File: src/dcs_pkg.sv
// Package holding register map, field layout and timing constants of the debugger control and status block.
package dcs_pkg;

    // Register indices on the plain register port.
    localparam logic [2:0] DCS_ADDR_CTRL   = 3'h0;
    localparam logic [2:0] DCS_ADDR_STAT   = 3'h1;
    localparam logic [2:0] DCS_ADDR_IRQ_ST = 3'h2;
    localparam logic [2:0] DCS_ADDR_IRQ_MK = 3'h3;

    // Control register fields.
    localparam int DCS_CTRL_DEBUG_MODE = 7;
    localparam int DCS_CTRL_BRK_EN     = 6;
    localparam int DCS_CTRL_ACK_EN     = 5;
    localparam int DCS_CTRL_RST_REQ    = 0;

    // Status register fields.
    localparam int DCS_STAT_DEBUG  = 7;
    localparam int DCS_STAT_HALT   = 6;
    localparam int DCS_STAT_READ_PROTECT_OVERRIDE = 5;

    // Interrupt status fields.
    localparam int DCS_IRQ_BREAK     = 0;
    localparam int DCS_IRQ_RESET_END = 1;
    localparam int DCS_IRQ_W         = 2;

    localparam logic [7:0] DCS_CTRL_RESET = 8'h00;
    localparam logic [7:0] DCS_STAT_RESET = 8'h00;
    localparam logic [7:0] DCS_ACK_CHAR   = 8'hFF;
    localparam logic [7:0] DCS_BRK_OPCODE = 8'h00;

    // Length of the device reset pulse requested from the debugger.
    localparam int DCS_RST_TIME_NS = 100;
    localparam int DCS_CLK_NS      = 5;
    localparam int DCS_RST_CYCLES  = (DCS_RST_TIME_NS + DCS_CLK_NS - 1) / DCS_CLK_NS;

    // Register access group.
    typedef struct packed {
        logic [2:0] addr;
        logic [7:0] wdata;
        logic       wr;
        logic       rd;
    } dcs_reg_req_t;

endpackage

File: src/dcs_debug_ctrl.sv
// Debugger control and status registers with breakpoint, acknowledge and reset request logic.
//
// Overview of operation
// Breakpoint with ack enabled sends FFH.
// Host writes zeros to reserved bits.
// Writing one to bit 0 resets device.
// Debugger-triggered reset spares the debugger itself.
// Reset request bit clears after sequence.
// Status bit 7 shows debug mode.
// Status bit 6 shows halt mode.
// Status bit 5 low when protect active.
// Debug-mode bit stops instruction fetching.
// Break instruction sets debug mode if enabled.
// Status register writes are ignored.
module dcs_debug_ctrl
    import dcs_pkg::*;
#(
    parameter int RESET_CYCLES = DCS_RST_CYCLES
) (
    // Clock and power-on reset
    input  wire logic       clk,
    input  wire logic       reset_n,
    // Register port
    input  wire logic [2:0] reg_addr,
    input  wire logic [7:0] reg_wdata,
    input  wire logic       reg_wr,
    input  wire logic       reg_rd,
    output logic      [7:0] reg_rdata,
    // Processor side
    input  wire logic       instr_decode,
    input  wire logic [7:0] instr_opcode,
    input  wire logic       halt_mode,
    input  wire logic       flash_read_protect,
    input  wire logic       read_protect_override,
    output logic            fetch_stall,
    output logic            sys_reset_n,
    // Link to host transmitter
    output logic            ack_valid,
    output logic      [7:0] ack_data,
    input  wire logic       ack_ready,
    // Interrupt
    output logic            irq
);

    dcs_reg_req_t req;
    assign req = '{addr: reg_addr, wdata: reg_wdata, wr: reg_wr, rd: reg_rd};

    logic               debug_mode_bit;
    logic               breakpoint_enable;
    logic               debug_ack_enable;
    logic               rst_req;
    logic [DCS_IRQ_W-1:0] irq_status;
    logic [DCS_IRQ_W-1:0] irq_mask;
    logic               seq_done;
    logic               prot_active;

    function automatic logic hit(input dcs_reg_req_t r, input logic [2:0] a);
        return r.wr && (r.addr == a);
    endfunction

    wire wr_ctrl  = hit(req, DCS_ADDR_CTRL);
    wire wr_irqst = hit(req, DCS_ADDR_IRQ_ST);
    wire wr_irqmk = hit(req, DCS_ADDR_IRQ_MK);

    // break decode
    wire brk_hit = instr_decode && (instr_opcode == DCS_BRK_OPCODE) && breakpoint_enable && !debug_mode_bit;

    // reset trigger
    wire rst_start = wr_ctrl && req.wdata[DCS_CTRL_RST_REQ] && !rst_req;

    // While protection is in force, software may not clear debug mode; only the power-on reset can.
    wire dbg_clear_ok = !prot_active;
    wire next_dbg = brk_hit ? 1'b1 :
                    wr_ctrl ? (req.wdata[DCS_CTRL_DEBUG_MODE] | (debug_mode_bit & !dbg_clear_ok)) :
                    debug_mode_bit;

    // protect evaluation
    assign prot_active = flash_read_protect && !read_protect_override;

    // debugger on power-on reset only
    always_ff @(posedge clk or negedge reset_n) begin
        if (!reset_n) begin
            debug_mode_bit    <= DCS_CTRL_RESET[DCS_CTRL_DEBUG_MODE];
            breakpoint_enable <= DCS_CTRL_RESET[DCS_CTRL_BRK_EN];
            debug_ack_enable  <= DCS_CTRL_RESET[DCS_CTRL_ACK_EN];
        end else begin
            debug_mode_bit <= next_dbg;
            if (wr_ctrl) begin
                breakpoint_enable <= req.wdata[DCS_CTRL_BRK_EN];
                debug_ack_enable  <= req.wdata[DCS_CTRL_ACK_EN];
            end
        end
    end

    // self clearing request
    always_ff @(posedge clk or negedge reset_n) begin
        if (!reset_n) begin
            rst_req <= DCS_CTRL_RESET[DCS_CTRL_RST_REQ];
        end else if (rst_start) begin
            rst_req <= 1'b1;
        end else if (seq_done) begin
            rst_req <= 1'b0;
        end
    end

    dcs_reset_seq #(
        .CYCLES (RESET_CYCLES)
    ) u_seq (
        .clk         (clk),
        .reset_n     (reset_n),
        .start       (rst_start),
        .sys_reset_n (sys_reset_n),
        .done        (seq_done)
    );

    // fetch stall
    assign fetch_stall = debug_mode_bit;

    // acknowledge character; held until the host transmitter takes it.
    always_ff @(posedge clk or negedge reset_n) begin
        if (!reset_n) begin
            ack_valid <= 1'b0;
            ack_data  <= 8'h00;
        end else if (brk_hit && debug_ack_enable) begin
            ack_valid <= 1'b1;
            ack_data  <= DCS_ACK_CHAR;
        end else if (ack_ready) begin
            ack_valid <= 1'b0;
        end
    end

    // Interrupt events: set wins over write-one-to-clear.
    wire [DCS_IRQ_W-1:0] irq_event = {seq_done, brk_hit};
    wire [DCS_IRQ_W-1:0] irq_clr   = wr_irqst ? req.wdata[DCS_IRQ_W-1:0] : '0;

    always_ff @(posedge clk or negedge reset_n) begin
        if (!reset_n) begin
            irq_status <= '0;
            irq_mask   <= '0;
        end else begin
            irq_status <= (irq_status & ~irq_clr) | irq_event;
            if (wr_irqmk) begin
                irq_mask <= req.wdata[DCS_IRQ_W-1:0];
            end
        end
    end

    assign irq = |(irq_status & irq_mask);

    // live status
    wire [7:0] stat_val = {debug_mode_bit, halt_mode, !prot_active, 5'h00};
    // reserved control bits read zero
    wire [7:0] ctrl_val = {debug_mode_bit, breakpoint_enable, debug_ack_enable, 4'h0, rst_req};

    // status is read only: no write decode exists for it.
    wire [7:0] rd_mux = (req.addr == DCS_ADDR_CTRL)   ? ctrl_val :
                        (req.addr == DCS_ADDR_STAT)   ? stat_val :
                        (req.addr == DCS_ADDR_IRQ_ST) ? {6'h00, irq_status} :
                        (req.addr == DCS_ADDR_IRQ_MK) ? {6'h00, irq_mask} : 8'h00;

    always_ff @(posedge clk or negedge reset_n) begin
        if (!reset_n) begin
            reg_rdata <= 8'h00;
        end else begin
            reg_rdata <= req.rd ? rd_mux : 8'h00;
        end
    end

    AST_ACK_SENT: assert property (@(posedge clk) disable iff (!reset_n)
        (brk_hit && debug_ack_enable) |=> (ack_valid && ack_data == 8'hFF))
        else $error("Acknowledge not sent.");
    AST_NO_ACK: assert property (@(posedge clk) disable iff (!reset_n)
        (!ack_valid && !(brk_hit && debug_ack_enable)) |=> !ack_valid)
        else $error("Acknowledge sent without cause.");
    AST_RST_START: assert property (@(posedge clk) disable iff (!reset_n)
        rst_start |=> (rst_req && !sys_reset_n))
        else $error("Reset request not started.");
    AST_RST_ZERO: assert property (@(posedge clk) disable iff (!reset_n)
        (wr_ctrl && !req.wdata[0] && !rst_req) |=> sys_reset_n)
        else $error("Writing zero caused reset.");
    AST_KEEP_STATE: assert property (@(posedge clk) disable iff (!reset_n)
        (!sys_reset_n && !wr_ctrl && !brk_hit) |=> $stable(breakpoint_enable) && $stable(debug_mode_bit))
        else $error("Debugger state lost during reset.");
    AST_RST_CLEAR: assert property (@(posedge clk) disable iff (!reset_n)
        seq_done |=> !rst_req)
        else $error("Reset request not cleared.");
    AST_STAT_READ: assert property (@(posedge clk) disable iff (!reset_n)
        (req.rd && req.addr == DCS_ADDR_STAT) |=>
        (reg_rdata[7] == $past(debug_mode_bit) && reg_rdata[6] == $past(halt_mode) && reg_rdata[4:0] == 5'h00))
        else $error("Status read wrong.");
    AST_PROT: assert property (@(posedge clk) disable iff (!reset_n)
        (req.rd && req.addr == DCS_ADDR_STAT) |=> reg_rdata[5] == !$past(prot_active))
        else $error("Protect status wrong.");
    AST_BRK: assert property (@(posedge clk) disable iff (!reset_n)
        brk_hit |=> (debug_mode_bit && fetch_stall))
        else $error("Break did not enter debug mode.");
    AST_STAT_WR: assert property (@(posedge clk) disable iff (!reset_n)
        hit(req, DCS_ADDR_STAT) |=> $stable(irq_mask) && $stable(breakpoint_enable))
        else $error("Status write had effect.");

    COV_BREAK: cover property (@(posedge clk) disable iff (!reset_n) brk_hit && debug_ack_enable);
    COV_RESET: cover property (@(posedge clk) disable iff (!reset_n) seq_done);
    COV_IRQ:   cover property (@(posedge clk) disable iff (!reset_n) irq);

endmodule

File: src/dcs_reset_seq.sv
// Counter that stretches a reset request into a system reset pulse and signals its end.
module dcs_reset_seq
    import dcs_pkg::*;
#(
    parameter int CYCLES = DCS_RST_CYCLES
) (
    // Clock and reset
    input  wire logic clk,
    input  wire logic reset_n,
    // Request and sequence
    input  wire logic start,
    output logic      sys_reset_n,
    output logic      done
);

    initial begin
        if (CYCLES < 1 || CYCLES > 65535) begin
            $error("dcs_reset_seq: CYCLES out of range");
        end
    end

    // Delay from the first low cycle of the pulse to the cycle in which it has ended.
    localparam int SEQ_D = CYCLES;

    logic [15:0] count;
    logic        busy;

    wire last = busy && (count == 16'h0001);

    always_ff @(posedge clk or negedge reset_n) begin
        if (!reset_n) begin
            count <= 16'h0000;
            busy  <= 1'b0;
            done  <= 1'b0;
        end else begin
            done <= last;
            if (start && !busy) begin
                busy  <= 1'b1;
                count <= 16'(CYCLES);
            end else if (busy) begin
                count <= count - 16'h0001;
                if (last) begin
                    busy <= 1'b0;
                end
            end
        end
    end

    assign sys_reset_n = !busy;

    AST_SEQ_LEN: assert property (@(posedge clk) disable iff (!reset_n)
        (start && !busy) |=> !sys_reset_n ##SEQ_D (sys_reset_n && done))
        else $error("Reset pulse length wrong.");

endmodule
File: config.mk
export PLATFORM = sky130hd
export DESIGN_NAME = dcs_debug_ctrl
export DESIGN_NICKNAME = d
export VERILOG_FILES = /design/src/dcs_pkg.sv /design/src/dcs_debug_ctrl.sv /design/src/dcs_reset_seq.sv
export SDC_FILE = /design/constraint.sdc
export NUM_CORES = 1
export LEC_CHECK = 0
export BUFFER_PORTS_ARGS = -buffer_cell sky130_fd_sc_hd__buf_2
export CORE_MARGIN = 5
export CORE_UTILIZATION = 25
export DETAILED_ROUTE_END_ITERATION = 7
export GPL_ROUTABILITY_DRIVEN = 0
export PLACE_DENSITY = 0.47
export SKIP_CTS_REPAIR_TIMING = 1
export SYNTH_ARGS = -nofsm -noshare
export SYNTH_HDL_FRONTEND = slang
export SYNTH_SLANG_ARGS = --single-unit
File: constraint.sdc
create_clock -name clk -period 1.7 [get_ports clk]
set_input_delay 0.17 -clock clk [delete_from_list [all_inputs] [get_ports clk]]
set_output_delay 0.17 -clock clk [all_outputs]
set_load 0.005 [all_outputs]
After elaboration in Yosys (flattened, before gate mapping)
Index checks and enable logic that the tools add are counted.

Register bits after elaboration: 36. Latch bits: 0. RAM bits: 0. Bits in read-only memories: 0. Bits of input ports: 28. Output and inout port bits: 20. Logic and storage cells: 64. Memories: 0.

$add $sub $neg: 1. Multipliers: 0. Div/mod/pow operators: 0. Order comparisons: 0. Eq/ne operators: 4. Shift operators: 0. Mux-type cells: 17. Bitwise logic cells: 6. Reductions and logical operators: 24.

Operator list (count): 16-bit two-way mux (2); 8-bit two-way mux (3); 16-bit by 1-bit == test with 1-bit output, second input constant (1); 16-bit by 1-bit subtractor with 16-bit output, second input constant (1); 1-bit logical AND (12); 1-bit two-way mux (9); 8-bit logical NOT (1); 2-bit nonzero test (4); 3-bit by 2-bit == test with 1-bit output, second input constant (2); 2-bit two-way mux (3); 1-bit logical NOT (5); 2-bit bitwise AND (2); 3-bit by 1-bit == test with 1-bit output, second input constant (1); 3-bit logical NOT (1); 2-bit inverter (1); 2-bit bitwise OR (1); 2-bit OR reduction (1); 1-bit bitwise AND (1); 1-bit bitwise OR (1).

Depth between registers and ports, before layout
Gate-level depths: netlist of the first run.

Depth in word-level cells: 6. Depth in mapped cells: 6. Mapped depth without buffers: 6.

Cells and area by module
Synthesis of the first run repeated with hierarchy kept, for this count alone.

Cells, all modules: 150. Area total of the unflattened synthesis: 1655.3 sq um.

Modules (own cells, without submodules): dcs_reset_seq (times used 1, cells each 81, area an instance 884.6 sq um, sequential area each 450.4 sq um); dcs_debug_ctrl (times used 1, cells each 69, area an instance 770.7 sq um, sequential area each 375.4 sq um).

Worst setup path after synthesis of the first run
OpenSTA, ideal clock, no wires.

Path kind: input port to flip-flop. From: input reg_addr[1]. To: register u_seq.count[11]. Library setup time: 0.134 ns. Data arrival time: 1.482 ns. Data required time: 1.566 ns. Path slack: 0.083 ns. Cell stages on the path: 6. Path buffers: 2. Cell sequence: buf_2 or4b_4 or3_4 buf_6 o311ai_2 o41ai_1.

Cells in the longest elaborated chain, start to end: 6. Elaborated cells on any way between the ends: 7. Classes of those cells: 1 x mux; 6 x reduce/logical.

Ends and longest elaborated chain: start: declaration (line dcs_debug_ctrl.sv:24) `input wire logic [2:0] reg_addr,`; 3-bit logical NOT (*) (line dcs_debug_ctrl.sv:58) `return r.wr && (r.addr == a);`; 1-bit logical AND (*) (line dcs_debug_ctrl.sv:58); 1-bit logical AND (*) (2 in series) (line dcs_debug_ctrl.sv:69) `wire rst_start = wr_ctrl && req.wdata[DCS_CTRL_RST_REQ] && !rst_req;`; 1-bit logical AND (*) (line dcs_reset_seq.sv:37) `if (start && !busy) begin`; 16-bit two-way mux / 2-bit nonzero test (equally long branches); end signal: assignment (line dcs_reset_seq.sv:39) `count <= 16'(CYCLES);`; end signal: assignment (line dcs_reset_seq.sv:41) `count <= count - 16'h0001;`; end: declaration (line dcs_reset_seq.sv:25) `logic [15:0] count;`.

Every way passes the cells marked *; elsewhere a longest branch is shown, timed or not. A chain may end at the register's enable or synchronous reset.

Worst setup path in the final report of the first run
From: register u_seq.count[1]. To: register u_seq.count[14].

Cells in the longest elaborated chain, start to end: 3.

Ends and longest elaborated chain: 16-bit by 1-bit subtractor with 16-bit output (line dcs_reset_seq.sv:41); 16-bit two-way mux (line dcs_reset_seq.sv:40) `end else if (busy) begin`; 16-bit two-way mux (line dcs_reset_seq.sv:37).

No other way between the ends. The select of a mux whose other input is x is not followed.

==> impl_metrics.csv, run 1 <==
group,metric,value,unit
clocking,clock_sinks,33,
placement,postPlaceCellArea,2013,µm²
clocking,cts_max_path_buffers,2,
clocking,cts_root_buf,"clkbuf_8",
logic_synthesis,synth_top_area_cell,"dfrtp_1",
status,status,"finished clean",
sta,tightestPinTransition,0.5107,ns
logic_synthesis,ys_warn_count,0,
final_layout,nets,247,
clocking,cts_tree,"done",
worst_setup_path,crit_chain,"inv_1, ha_2, and4bb_2, nand3b_1, buf_4, o311ai_2, o41ai_1",
clocking,clock_latency,0.28,ns
sta,fin_crit_sh,0.9587,
die,die_width,91.19,µm
logic_synthesis,ys_types,43,
die,core-area,6386,µm²
logic_synthesis,ys_seq_elements,33,
clocking,h-tree-depth,2,
power_and_ir_drop,power.density,709.5,nW/µm²
die,fp.dieH,91.19,µm
sta,slew_viol_final,0,
placement,dp_hpwl,2.798,mm
route,dr.pass1.iters,4,
logic_synthesis,ys.flop_type,"dfrtp_1",
logic_synthesis,syn-cell-area,1648,µm²
worst_setup_path,cp_slowest_cell,"dfrtp_1",
placement,portBuffers,41,
run,drv_cap,0,
worst_setup_path,cp_num_buf_inv,2,
sta,setup_tns,0,ns
logic_synthesis,synth_edf_count,0,
final_layout,layout_common_cells,"buf_2 (41), dfrtp_1 (33), buf_4 (22), nand2_1 (18), nor2_1 (8)",
logic_synthesis,yosysSeqAreaShare,0.5011,
min_path,hp-class,"in -> reg",
global_route,grt_pass1_vias,1311,
global_route,antenna_found_initial,0,
sta,clock_skew,0.004195,ns
worst_setup_path,crit_family,"flip-flops",
clocking,cts_made_buffers,5,
final_layout,diodes,0,
worst_setup_path,worst_setup_path_end_kind,"register",
final_layout,drive_above_1_share,0.3807,
worst_setup_path,crit_required,1.85,ns
final_layout,final_cell_area,2160,µm²
route,antenna_left,0,
worst_setup_path,crit_arrival,1.78,ns
logic_synthesis,netlist_instances,157,
sta,hold_viol,0,
power_and_ir_drop,ir_drop,0.3710,mV
global_route,grt_first_pass_wirelength,6.361,mm
route,viasPerCell,4.553,
worst_setup_path,path_class,"reg -> reg",
route,vias,1343,
final_layout,area_growth,31.06,%
global_route,grt-ovfl-total,0,
global_route,gr-usage-all-layers,0.09175,
die,dieArea,8315,µm²
logic_synthesis,synth_top_cell_area_share,0.5011,
die,ios,48,
route,wl,3.778,mm
final_layout,layout_commonest_cell,"buf_2",
die,initial_core_util,0.2580,
sta,fmax,0.6136,GHz
clocking,clkTransAtPathRegs,0.07,ns
logic_synthesis,yosys-top-cells-area,"dfrtp_1 (50%), buf_4 (4.6%), nand2_1 (4.1%)",
logic_synthesis,synth.avg_cell_area,10.50,µm²
power_and_ir_drop,p_leak,1.041,nW
worst_setup_path,critical-path-max-stage-delay,0.38,ns
worst_setup_path,crit_path_max_fanout,5,
logic_synthesis,async_flop_share,1.000,
worst_setup_path,cp-start-kind,"register",
route,wl_per_cell,12.81,µm
global_route,grt_max_degree,34,
die,num_rows,29,
sta,period_needed,1.630,ns
route,drt_iter0_markers,50,
sta,finalSetupViolations,0,
sta,maxSlewHeadroom,0.6548,
route,drcViolationCount,0,
power_and_ir_drop,total_power,1.532,mW
==> state kept, by name, indices dropped and copies added (netlist names) <==
name               count
ack_data               1
ack_valid              1
breakpoint_enable      1
debug_ack_enable       1
fetch_stall            1
irq_mask               2
irq_status             2
reg_rdata              5
rst_req                1
u_seq.busy             1
u_seq.count           16
u_seq.done             1
==> layer usage <==
metal,routed length [µm],up-vias,global-route usage
met1,1845,634,0.1267
li1,-,674,-
met3,222,2,0.02645
met2,1681,33,0.1382
met4,29,0,0.02934
met5,0,-,0
==> cell families (layout without fill, tap and decap cells) <==
| family | count (synthesis) | after routing | share of synthesized area |
|---|---|---|---|
| simple gates | 61 | 61 | 0.2194 |
| other cells | 1 | 3 | 0.002276 |
| mux | 8 | 8 | 0.05011 |
| compound gates | 32 | 32 | 0.1336 |
| flops | 33 | 33 | 0.5011 |
| fa+ha+maj | 2 | 2 | 0.01518 |
| buf+inv | 20 | 79 | 0.07820 |
==> report_power, final <==
group	leakage [nW]	switching, mW	total, mW	internal, mW
sequential	0.390	0.0206	0.835	0.814
combinational	0.606	0.0626	0.131	0.0686
clock	0.0450	0.282	0.566	0.284
total	1.04	0.366	1.53	1.17
==> worst register-to-register path, stage by stage (launching register included) <==
cell and delay (ns):
dfrtp_1 0.38, inv_1 0.08, ha_2 0.19, and4bb_2 0.25
nand3b_1 0.08, buf_4 0.18, o311ai_2 0.25, o41ai_1 0.11
==> layout make-up <==
cell class              count  area (µm²)
clock inverters             2       10.01
inverters                   6       22.52
multi-input cells         106       732.0
well taps                  77       96.34
flip-flops and latches     33       825.8
fillers                   676        4227
repair buffers             65       400.4
clock buffers               6       72.57
==> per-stage QoR <==
stage,utilization,setup WS [ns],cells,hold WS (ns)
after global placement,0.3152,0.06358,283,0.1433
after detailed placement,0.3152,0.01775,283,0.1441
final,0.3382,0.07027,295,0.07977
after CTS,0.3282,-0.01417,291,-0.1669
after floorplan,-,0.08339,159,-0.1256
after global routing,0.3382,-0.004833,295,0.09989
==> final timing paths <==
check                                from              end  slack (ns)  depth (start not counted)
max                        u_seq.count[1]  u_seq.count[14]        0.07                          7
min                             ack_ready        ack_valid        0.08                          2
max reg2reg                u_seq.count[1]  u_seq.count[14]        0.07                          7
min reg2reg                    u_seq.done          rst_req        0.46                          1
max in group asynchronous         reset_n      fetch_stall        1.14                          3
min in group asynchronous         reset_n     reg_rdata[0]        0.38                          3
==> Yosys cell counts, types with 3 or more instances <==
cell type and number:
nor2_1 8, a21o_1 3, nand2b_1 4, nand4b_1 3, o211ai_1 3, nor4_1 3, dfrtp_1 33, o31ai_1 4
inv_1 5, nor4b_1 3, nand3_1 5, o21ai_0 6, nand2_1 18, mux2i_1 6, buf_4 10, a21oi_1 5
Power figures use the tool's default switching activity.
==> inputs of run 2 (changes only) <==
==> constraint.sdc (replaced) <==
create_clock -name clk -period 1.6 [get_ports clk]
set_input_delay 0.16 -clock clk [delete_from_list [all_inputs] [get_ports clk]]
set_output_delay 0.16 -clock clk [all_outputs]
set_load 0.005 [all_outputs]
==> run 2 against run 1 <==
Against the previous run: the run now ends with setup timing left; worst hold slack got worse by 0.0061 ns; cell count up 1.4%; largest power group unchanged; clock-buffer cell count increased by 1.
==> impl_metrics.csv, run 2 (synthesis results as in run 1) <==
group,metric,value,unit
status,status,"finished with violations",
status,violations,"setup timing",
run,drv_cap,0,
global_route,grt_pass1_vias,1345,
route,drcViolationCount,0,
worst_setup_path,crit_arrival,1.77,ns
final_layout,drive_above_1_share,0.4099,
sta,period_needed,1.615,ns
min_path,hp-class,"in -> reg",
worst_setup_path,worst_setup_path_end_kind,"register",
worst_setup_path,r2r_start,"u_seq.count[1]",
die,ios,48,
power_and_ir_drop,p_int,1.276,mW
worst_setup_path,cp-start-kind,"register",
clocking,cts_made_buffers,5,
sta,rsz0062_at_grt,"yes",
power_and_ir_drop,p_leak,1.046,nW
sta,fmax,0.6191,GHz
worst_setup_path,crit_path_max_fanout,5,
final_layout,area_growth,34.24,%
sta,clock_skew,0.004869,ns
clocking,h-tree-depth,2,
power_and_ir_drop,p_comb_frac,0.081,
min_path,holdPathStages,2,
worst_setup_path,worstSetupStartpoint,"u_seq.count[1]",
min_path,holdPathEnd,"ack_valid",
route,antenna_left,0,
die,fp.dieH,91.19,µm
global_route,grt_max_degree,34,
clocking,cts_root_buf,"clkbuf_8",
worst_setup_path,crit-reg2reg-capture,"u_seq.count[10]",
worst_setup_path,r2r_cells,7,
sta,hold_viol,0,
power_and_ir_drop,p_seq_frac,0.534,
clocking,cts_tree,"done",
final_layout,largest_reg_flops,16,
route,viasPerCell,4.472,
clocking,clock_sinks,33,
global_route,antenna_found_initial,0,
placement,dp_cells,290,
global_route,grt_first_pass_wirelength,6.396,mm
sta,finalSetupViolations,1,
power_and_ir_drop,switching_share,0.2310,
clocking,clock_latency,0.28,ns
die,num_rows,29,
power_and_ir_drop,ir_drop,0.3939,mV
route,drt_iter0_markers,37,
route,wl_per_cell,12.90,µm
power_and_ir_drop,clock_power_share,0.384,
route,dr.pass1.iters,4,
global_route,grt-ovfl-total,0,
final_layout,multi_input_area,755.7,µm²
final_layout,layout_common_cells,"buf_2 (41), dfrtp_1 (33), buf_4 (28), nand2_1 (18), nor2_1 (7)",
worst_setup_path,path_class,"reg -> reg",
power_and_ir_drop,switchingPower,383.2,µW
placement,portBuffers,41,
final_layout,seq_area,825.8,µm²
final_layout,diodes,0,
route,wl,3.858,mm
die,initial_core_util,0.2580,
placement,dp_hpwl,2.830,mm
final_layout,largest-register,"u_seq.count",
sta,fin_ws,-0.01523,ns
die,die_width,91.19,µm
die,dieArea,8315,µm²
final_layout,nets,252,
sta,slew_viol_final,0,
global_route,gr-usage-all-layers,0.09377,
sta,fin_crit_sh,1.010,
clocking,clkTransAtPathRegs,0.07,ns
worst_setup_path,crit_required,1.76,ns
final_layout,fill_cells,671,
final_layout,reg.largest.list,"u_seq.count (16), reg_rdata (5)",
worst_setup_path,regToRegSetupSlack,-0.02,ns
final_layout,layout_commonest_cell,"buf_2",
route,vias,1337,
power_and_ir_drop,power.density,750.1,nW/µm²
min_path,hold_path_startpoint,"ack_ready",
die,core-area,6386,µm²
final_layout,finalNonFillerCells,299,
power_and_ir_drop,total_power,1.659,mW
clocking,cts_max_path_buffers,2,
run 2: cell types whose count changed in the layout (fill, tap and decap cells not counted), sizes merged:
| cell | before | now |
|---|---|---|
| clkbuf | 6 | 7 |
| buf | 64 | 69 |
| clkinv | 3 | 1 |
run 2: area by class of cell:
class,instances,area share
Inverter,6,0.01018
Clock buffer,7,0.03903
Sequential cell,33,0.3733
Tap cell,77,0.04355
Multi-Input combinational cell,106,0.3416
Timing Repair Buffer,70,0.1923
run 2: layer usage:
layer,vias up,track usage,part of all wire
li1,687,-,-
met1,617,0.1306,0.49
met2,28,0.1370,0.44
met3,5,0.02645,0.058
met4,0,0.03667,0.014
met5,-,0,0
run 2: per-stage QoR:
stage | worst slack (ns) | hold slack (ns) | util | area, µm² | setup TNS, ns
2_1_floorplan | -0.0008141 | -0.1356 | - | 1655 | -0.001061
3_3_place_gp | -0.02174 | 0.2172 | 0.3215 | 2053 | -0.03653
6_report | -0.01523 | 0.07363 | 0.3464 | 2212 | -0.01523
5_1_grt | -0.1551 | 0.08771 | 0.3464 | 2212 | -0.4517
3_5_place_dp | -0.06535 | 0.2232 | 0.3215 | 2053 | -0.09315
4_1_cts | -0.1159 | -0.08638 | 0.3350 | 2140 | -0.1796
run 2: how the worst max path moves through the flow:
stage | slack (ns) | to
final | -0.02 | u_seq.count[10]
after CTS | -0.12 | u_seq.count[14]
after detailed placement | -0.07 | u_seq.count[14]
after global placement | -0.02 | u_seq.count[14]
after floorplan | -0.0008 | u_seq.count[11]
after global routing | -0.16 | u_seq.count[10]
run 2: power groups by stage:
| stage | clock [mW] | sequential (mW) | combinational, mW |
|---|---|---|---|
| after global placement | 0 | 0.904 | 0.135 |
| after global routing | 0.696 | 0.892 | 0.153 |
| after floorplan | 0 | 0.899 | 0.0646 |
| final | 0.637 | 0.887 | 0.135 |
| after CTS | 0.665 | 0.888 | 0.136 |
| after detailed placement | 0 | 0.904 | 0.136 |
run 2: critical path: stages, from the launching register on:
cell and delay [ns]:
dfrtp_1 0.39, inv_2 0.08, ha_4 0.13, and4bb_2 0.24, nand3b_1 0.19, buf_4 0.21
o211ai_1 0.16, o31ai_1 0.09
==> inputs of run 3 (changes only) <==
--- a/config.mk
+++ b/config.mk
@@ -6,11 +6,13 @@
 export NUM_CORES = 1
 export LEC_CHECK = 0
 export BUFFER_PORTS_ARGS = -buffer_cell sky130_fd_sc_hd__buf_2
+export CELL_PAD_IN_SITES_DETAIL_PLACEMENT = 1
+export CELL_PAD_IN_SITES_GLOBAL_PLACEMENT = 2
 export CORE_MARGIN = 5
 export CORE_UTILIZATION = 25
 export DETAILED_ROUTE_END_ITERATION = 7
 export GPL_ROUTABILITY_DRIVEN = 0
-export PLACE_DENSITY = 0.47
+export PLACE_DENSITY = 0.68
 export SKIP_CTS_REPAIR_TIMING = 1
 export SYNTH_ARGS = -nofsm -noshare
 export SYNTH_HDL_FRONTEND = slang
==> run 3 against run 2 <==
Against the previous run: register-to-register slack better by 0.03 ns; routed wire length up 11%; highest routed layer unchanged; the run now ends clean; sequential power about the same.
==> impl_metrics.csv, run 3 (synthesis results as in run 1) <==
group,metric,value,unit
status,status,"finished clean",
sta,period_needed,1.589,ns
global_route,grt_pass1_vias,1563,
sta,clock_skew,0.007965,ns
final_layout,largest-register,"u_seq.count",
global_route,grt_max_degree,34,
run,drv_cap,0,
worst_setup_path,r2r_cells,7,
global_route,antenna_found_initial,0,
die,ios,48,
sta,hold_viol,0,
worst_setup_path,crit_path_max_fanout,4,
worst_setup_path,crit_arrival,1.76,ns
sta,fin_hold_ws,0.06866,ns
final_layout,drive_above_1_share,0.3982,
final_layout,layout_common_cells,"buf_2 (41), dfrtp_1 (32), buf_4 (24), nand2_1 (18), nor2_1 (8)",
route,wl_per_cell,14.32,µm
final_layout,seq_area,827.0,µm²
final_layout,multi_input_area,725.7,µm²
route,drcViolationCount,0,
clocking,clkTransAtPathRegs,0.08,ns
die,initial_core_util,0.2580,
final_layout,nets,250,
sta,fin_ws,0.01146,ns
clocking,cts_root_buf,"clkbuf_8",
worst_setup_path,crit_required,1.77,ns
sta,fmax,0.6295,GHz
global_route,grt-ovfl-total,0,
clocking,cts_max_path_buffers,2,
clocking,clock_latency,0.29,ns
worst_setup_path,regToRegSetupSlack,0.01,ns
sta,finalSetupViolations,0,
power_and_ir_drop,p_leak,1.064,nW
die,die_width,91.19,µm
route,vias,1414,
sta,slew_viol_final,0,
placement,portBuffers,41,
worst_setup_path,worstSetupStartpoint,"u_seq.count[0]",
global_route,grt_first_pass_wirelength,7.521,mm
worst_setup_path,crit_end,"u_seq.count[10]",
power_and_ir_drop,ir_drop,0.3742,mV
route,drt_iter0_markers,39,
final_layout,reg.largest.list,"u_seq.count (16), reg_rdata (5)",
route,dr.pass1.iters,4,
worst_setup_path,crit_family,"simple AND/OR/NAND/NOR gates",
final_layout,fin_util,0.3495,
worst_setup_path,crit_chain,"inv_1, ha_1, and4bb_2, nand3b_1, buf_4, o211ai_1, o31ai_1",
final_layout,diodes,0,
die,fp.dieH,91.19,µm
die,num_rows,29,
worst_setup_path,cp_num_buf_inv,2,
final_layout,layout_commonest_cell,"buf_2",
final_layout,area_growth,35.46,%
worst_setup_path,crit_cells,7,
clocking,cts_made_buffers,5,
final_layout,fill_cells,756,
power_and_ir_drop,power.density,887.9,nW/µm²
clocking,h-tree-depth,2,
worst_setup_path,path_class,"reg -> reg",
route,wl,4.266,mm
sta,rsz0062_at_grt,"yes",
worst_setup_path,worst_setup_path_end_kind,"register",
route,antenna_left,0,
final_layout,largest_reg_flops,16,
route,viasPerCell,4.745,
clocking,clock_sinks,33,
worst_setup_path,cp-start-kind,"register",
placement,dp_hpwl,3.246,mm
placement,preCtsSetupSlack,-0.04773,ns
sta,fin_crit_sh,0.9928,
min_path,hp-class,"in -> reg",
die,dieArea,8315,µm²
global_route,gr-usage-all-layers,0.1090,
worst_setup_path,cp_slowest_cell,"dfrtp_1",
power_and_ir_drop,total_power,1.982,mW
clocking,cts_tree,"done",
worst_setup_path,critical-path-max-stage-delay,0.39,ns
worst_setup_path,r2r_start,"u_seq.count[0]",
worst_setup_path,crit-reg2reg-capture,"u_seq.count[10]",
die,core-area,6386,µm²
-- run 3: tightest hold or removal path, stage by stage --
cell and delay (ns):
buf_2 0.08, nand2_1 0.04, nand2_1 0.05
-- run 3: power by group --
group | internal, mW | switching [mW]
registers | 0.865 | 0.0224
clock network | 0.619 | 0.335
logic | 0.0737 | 0.0675
-- run 3: layout make-up --
cell class | instances | share of cell area
sequential | 33 | 0.3705
tap | 77 | 0.04316
multi-input combinational | 106 | 0.3251
clock buffer | 5 | 0.03083
timing repair buffer | 68 | 0.1911
clock inverter | 3 | 0.02915
inverter | 6 | 0.01009
-- run 3: how the worst min path moves through the flow --
stage                       startpoint          endpoint  slack, ns  cells after the start
after floorplan                reset_n       ack_data[0]      -0.14                      0
after global placement         reset_n      reg_rdata[1]       0.14                      2
after detailed placement       reset_n      reg_rdata[1]       0.14                      2
after CTS                      reset_n      reg_rdata[1]      -0.18                      2
after global routing      reg_wdata[5]  debug_ack_enable       0.08                      3
final                     reg_wdata[5]  debug_ack_enable       0.07                      3
-- run 3: through the flow --
stage	instances	instance area [µm²]	TNS (ns)
floorplan	159	1655	-0.001061
CTS	296	2185	-0.08448
finish	298	2232	0
global route	298	2232	-0.4455
detailed placement	288	2051	-0.07204
global placement	288	2051	-0.03473
-- run 3: routing by layer --
metal / global-route usage / wire [µm] / up-vias
met5: 0 / 0 / -
met3: 0.03471 / 276 / 7
met2: 0.1785 / 1976 / 36
met4: 0.03301 / 58 / 0
met1: 0.1369 / 1955 / 689
li1: - / - / 682
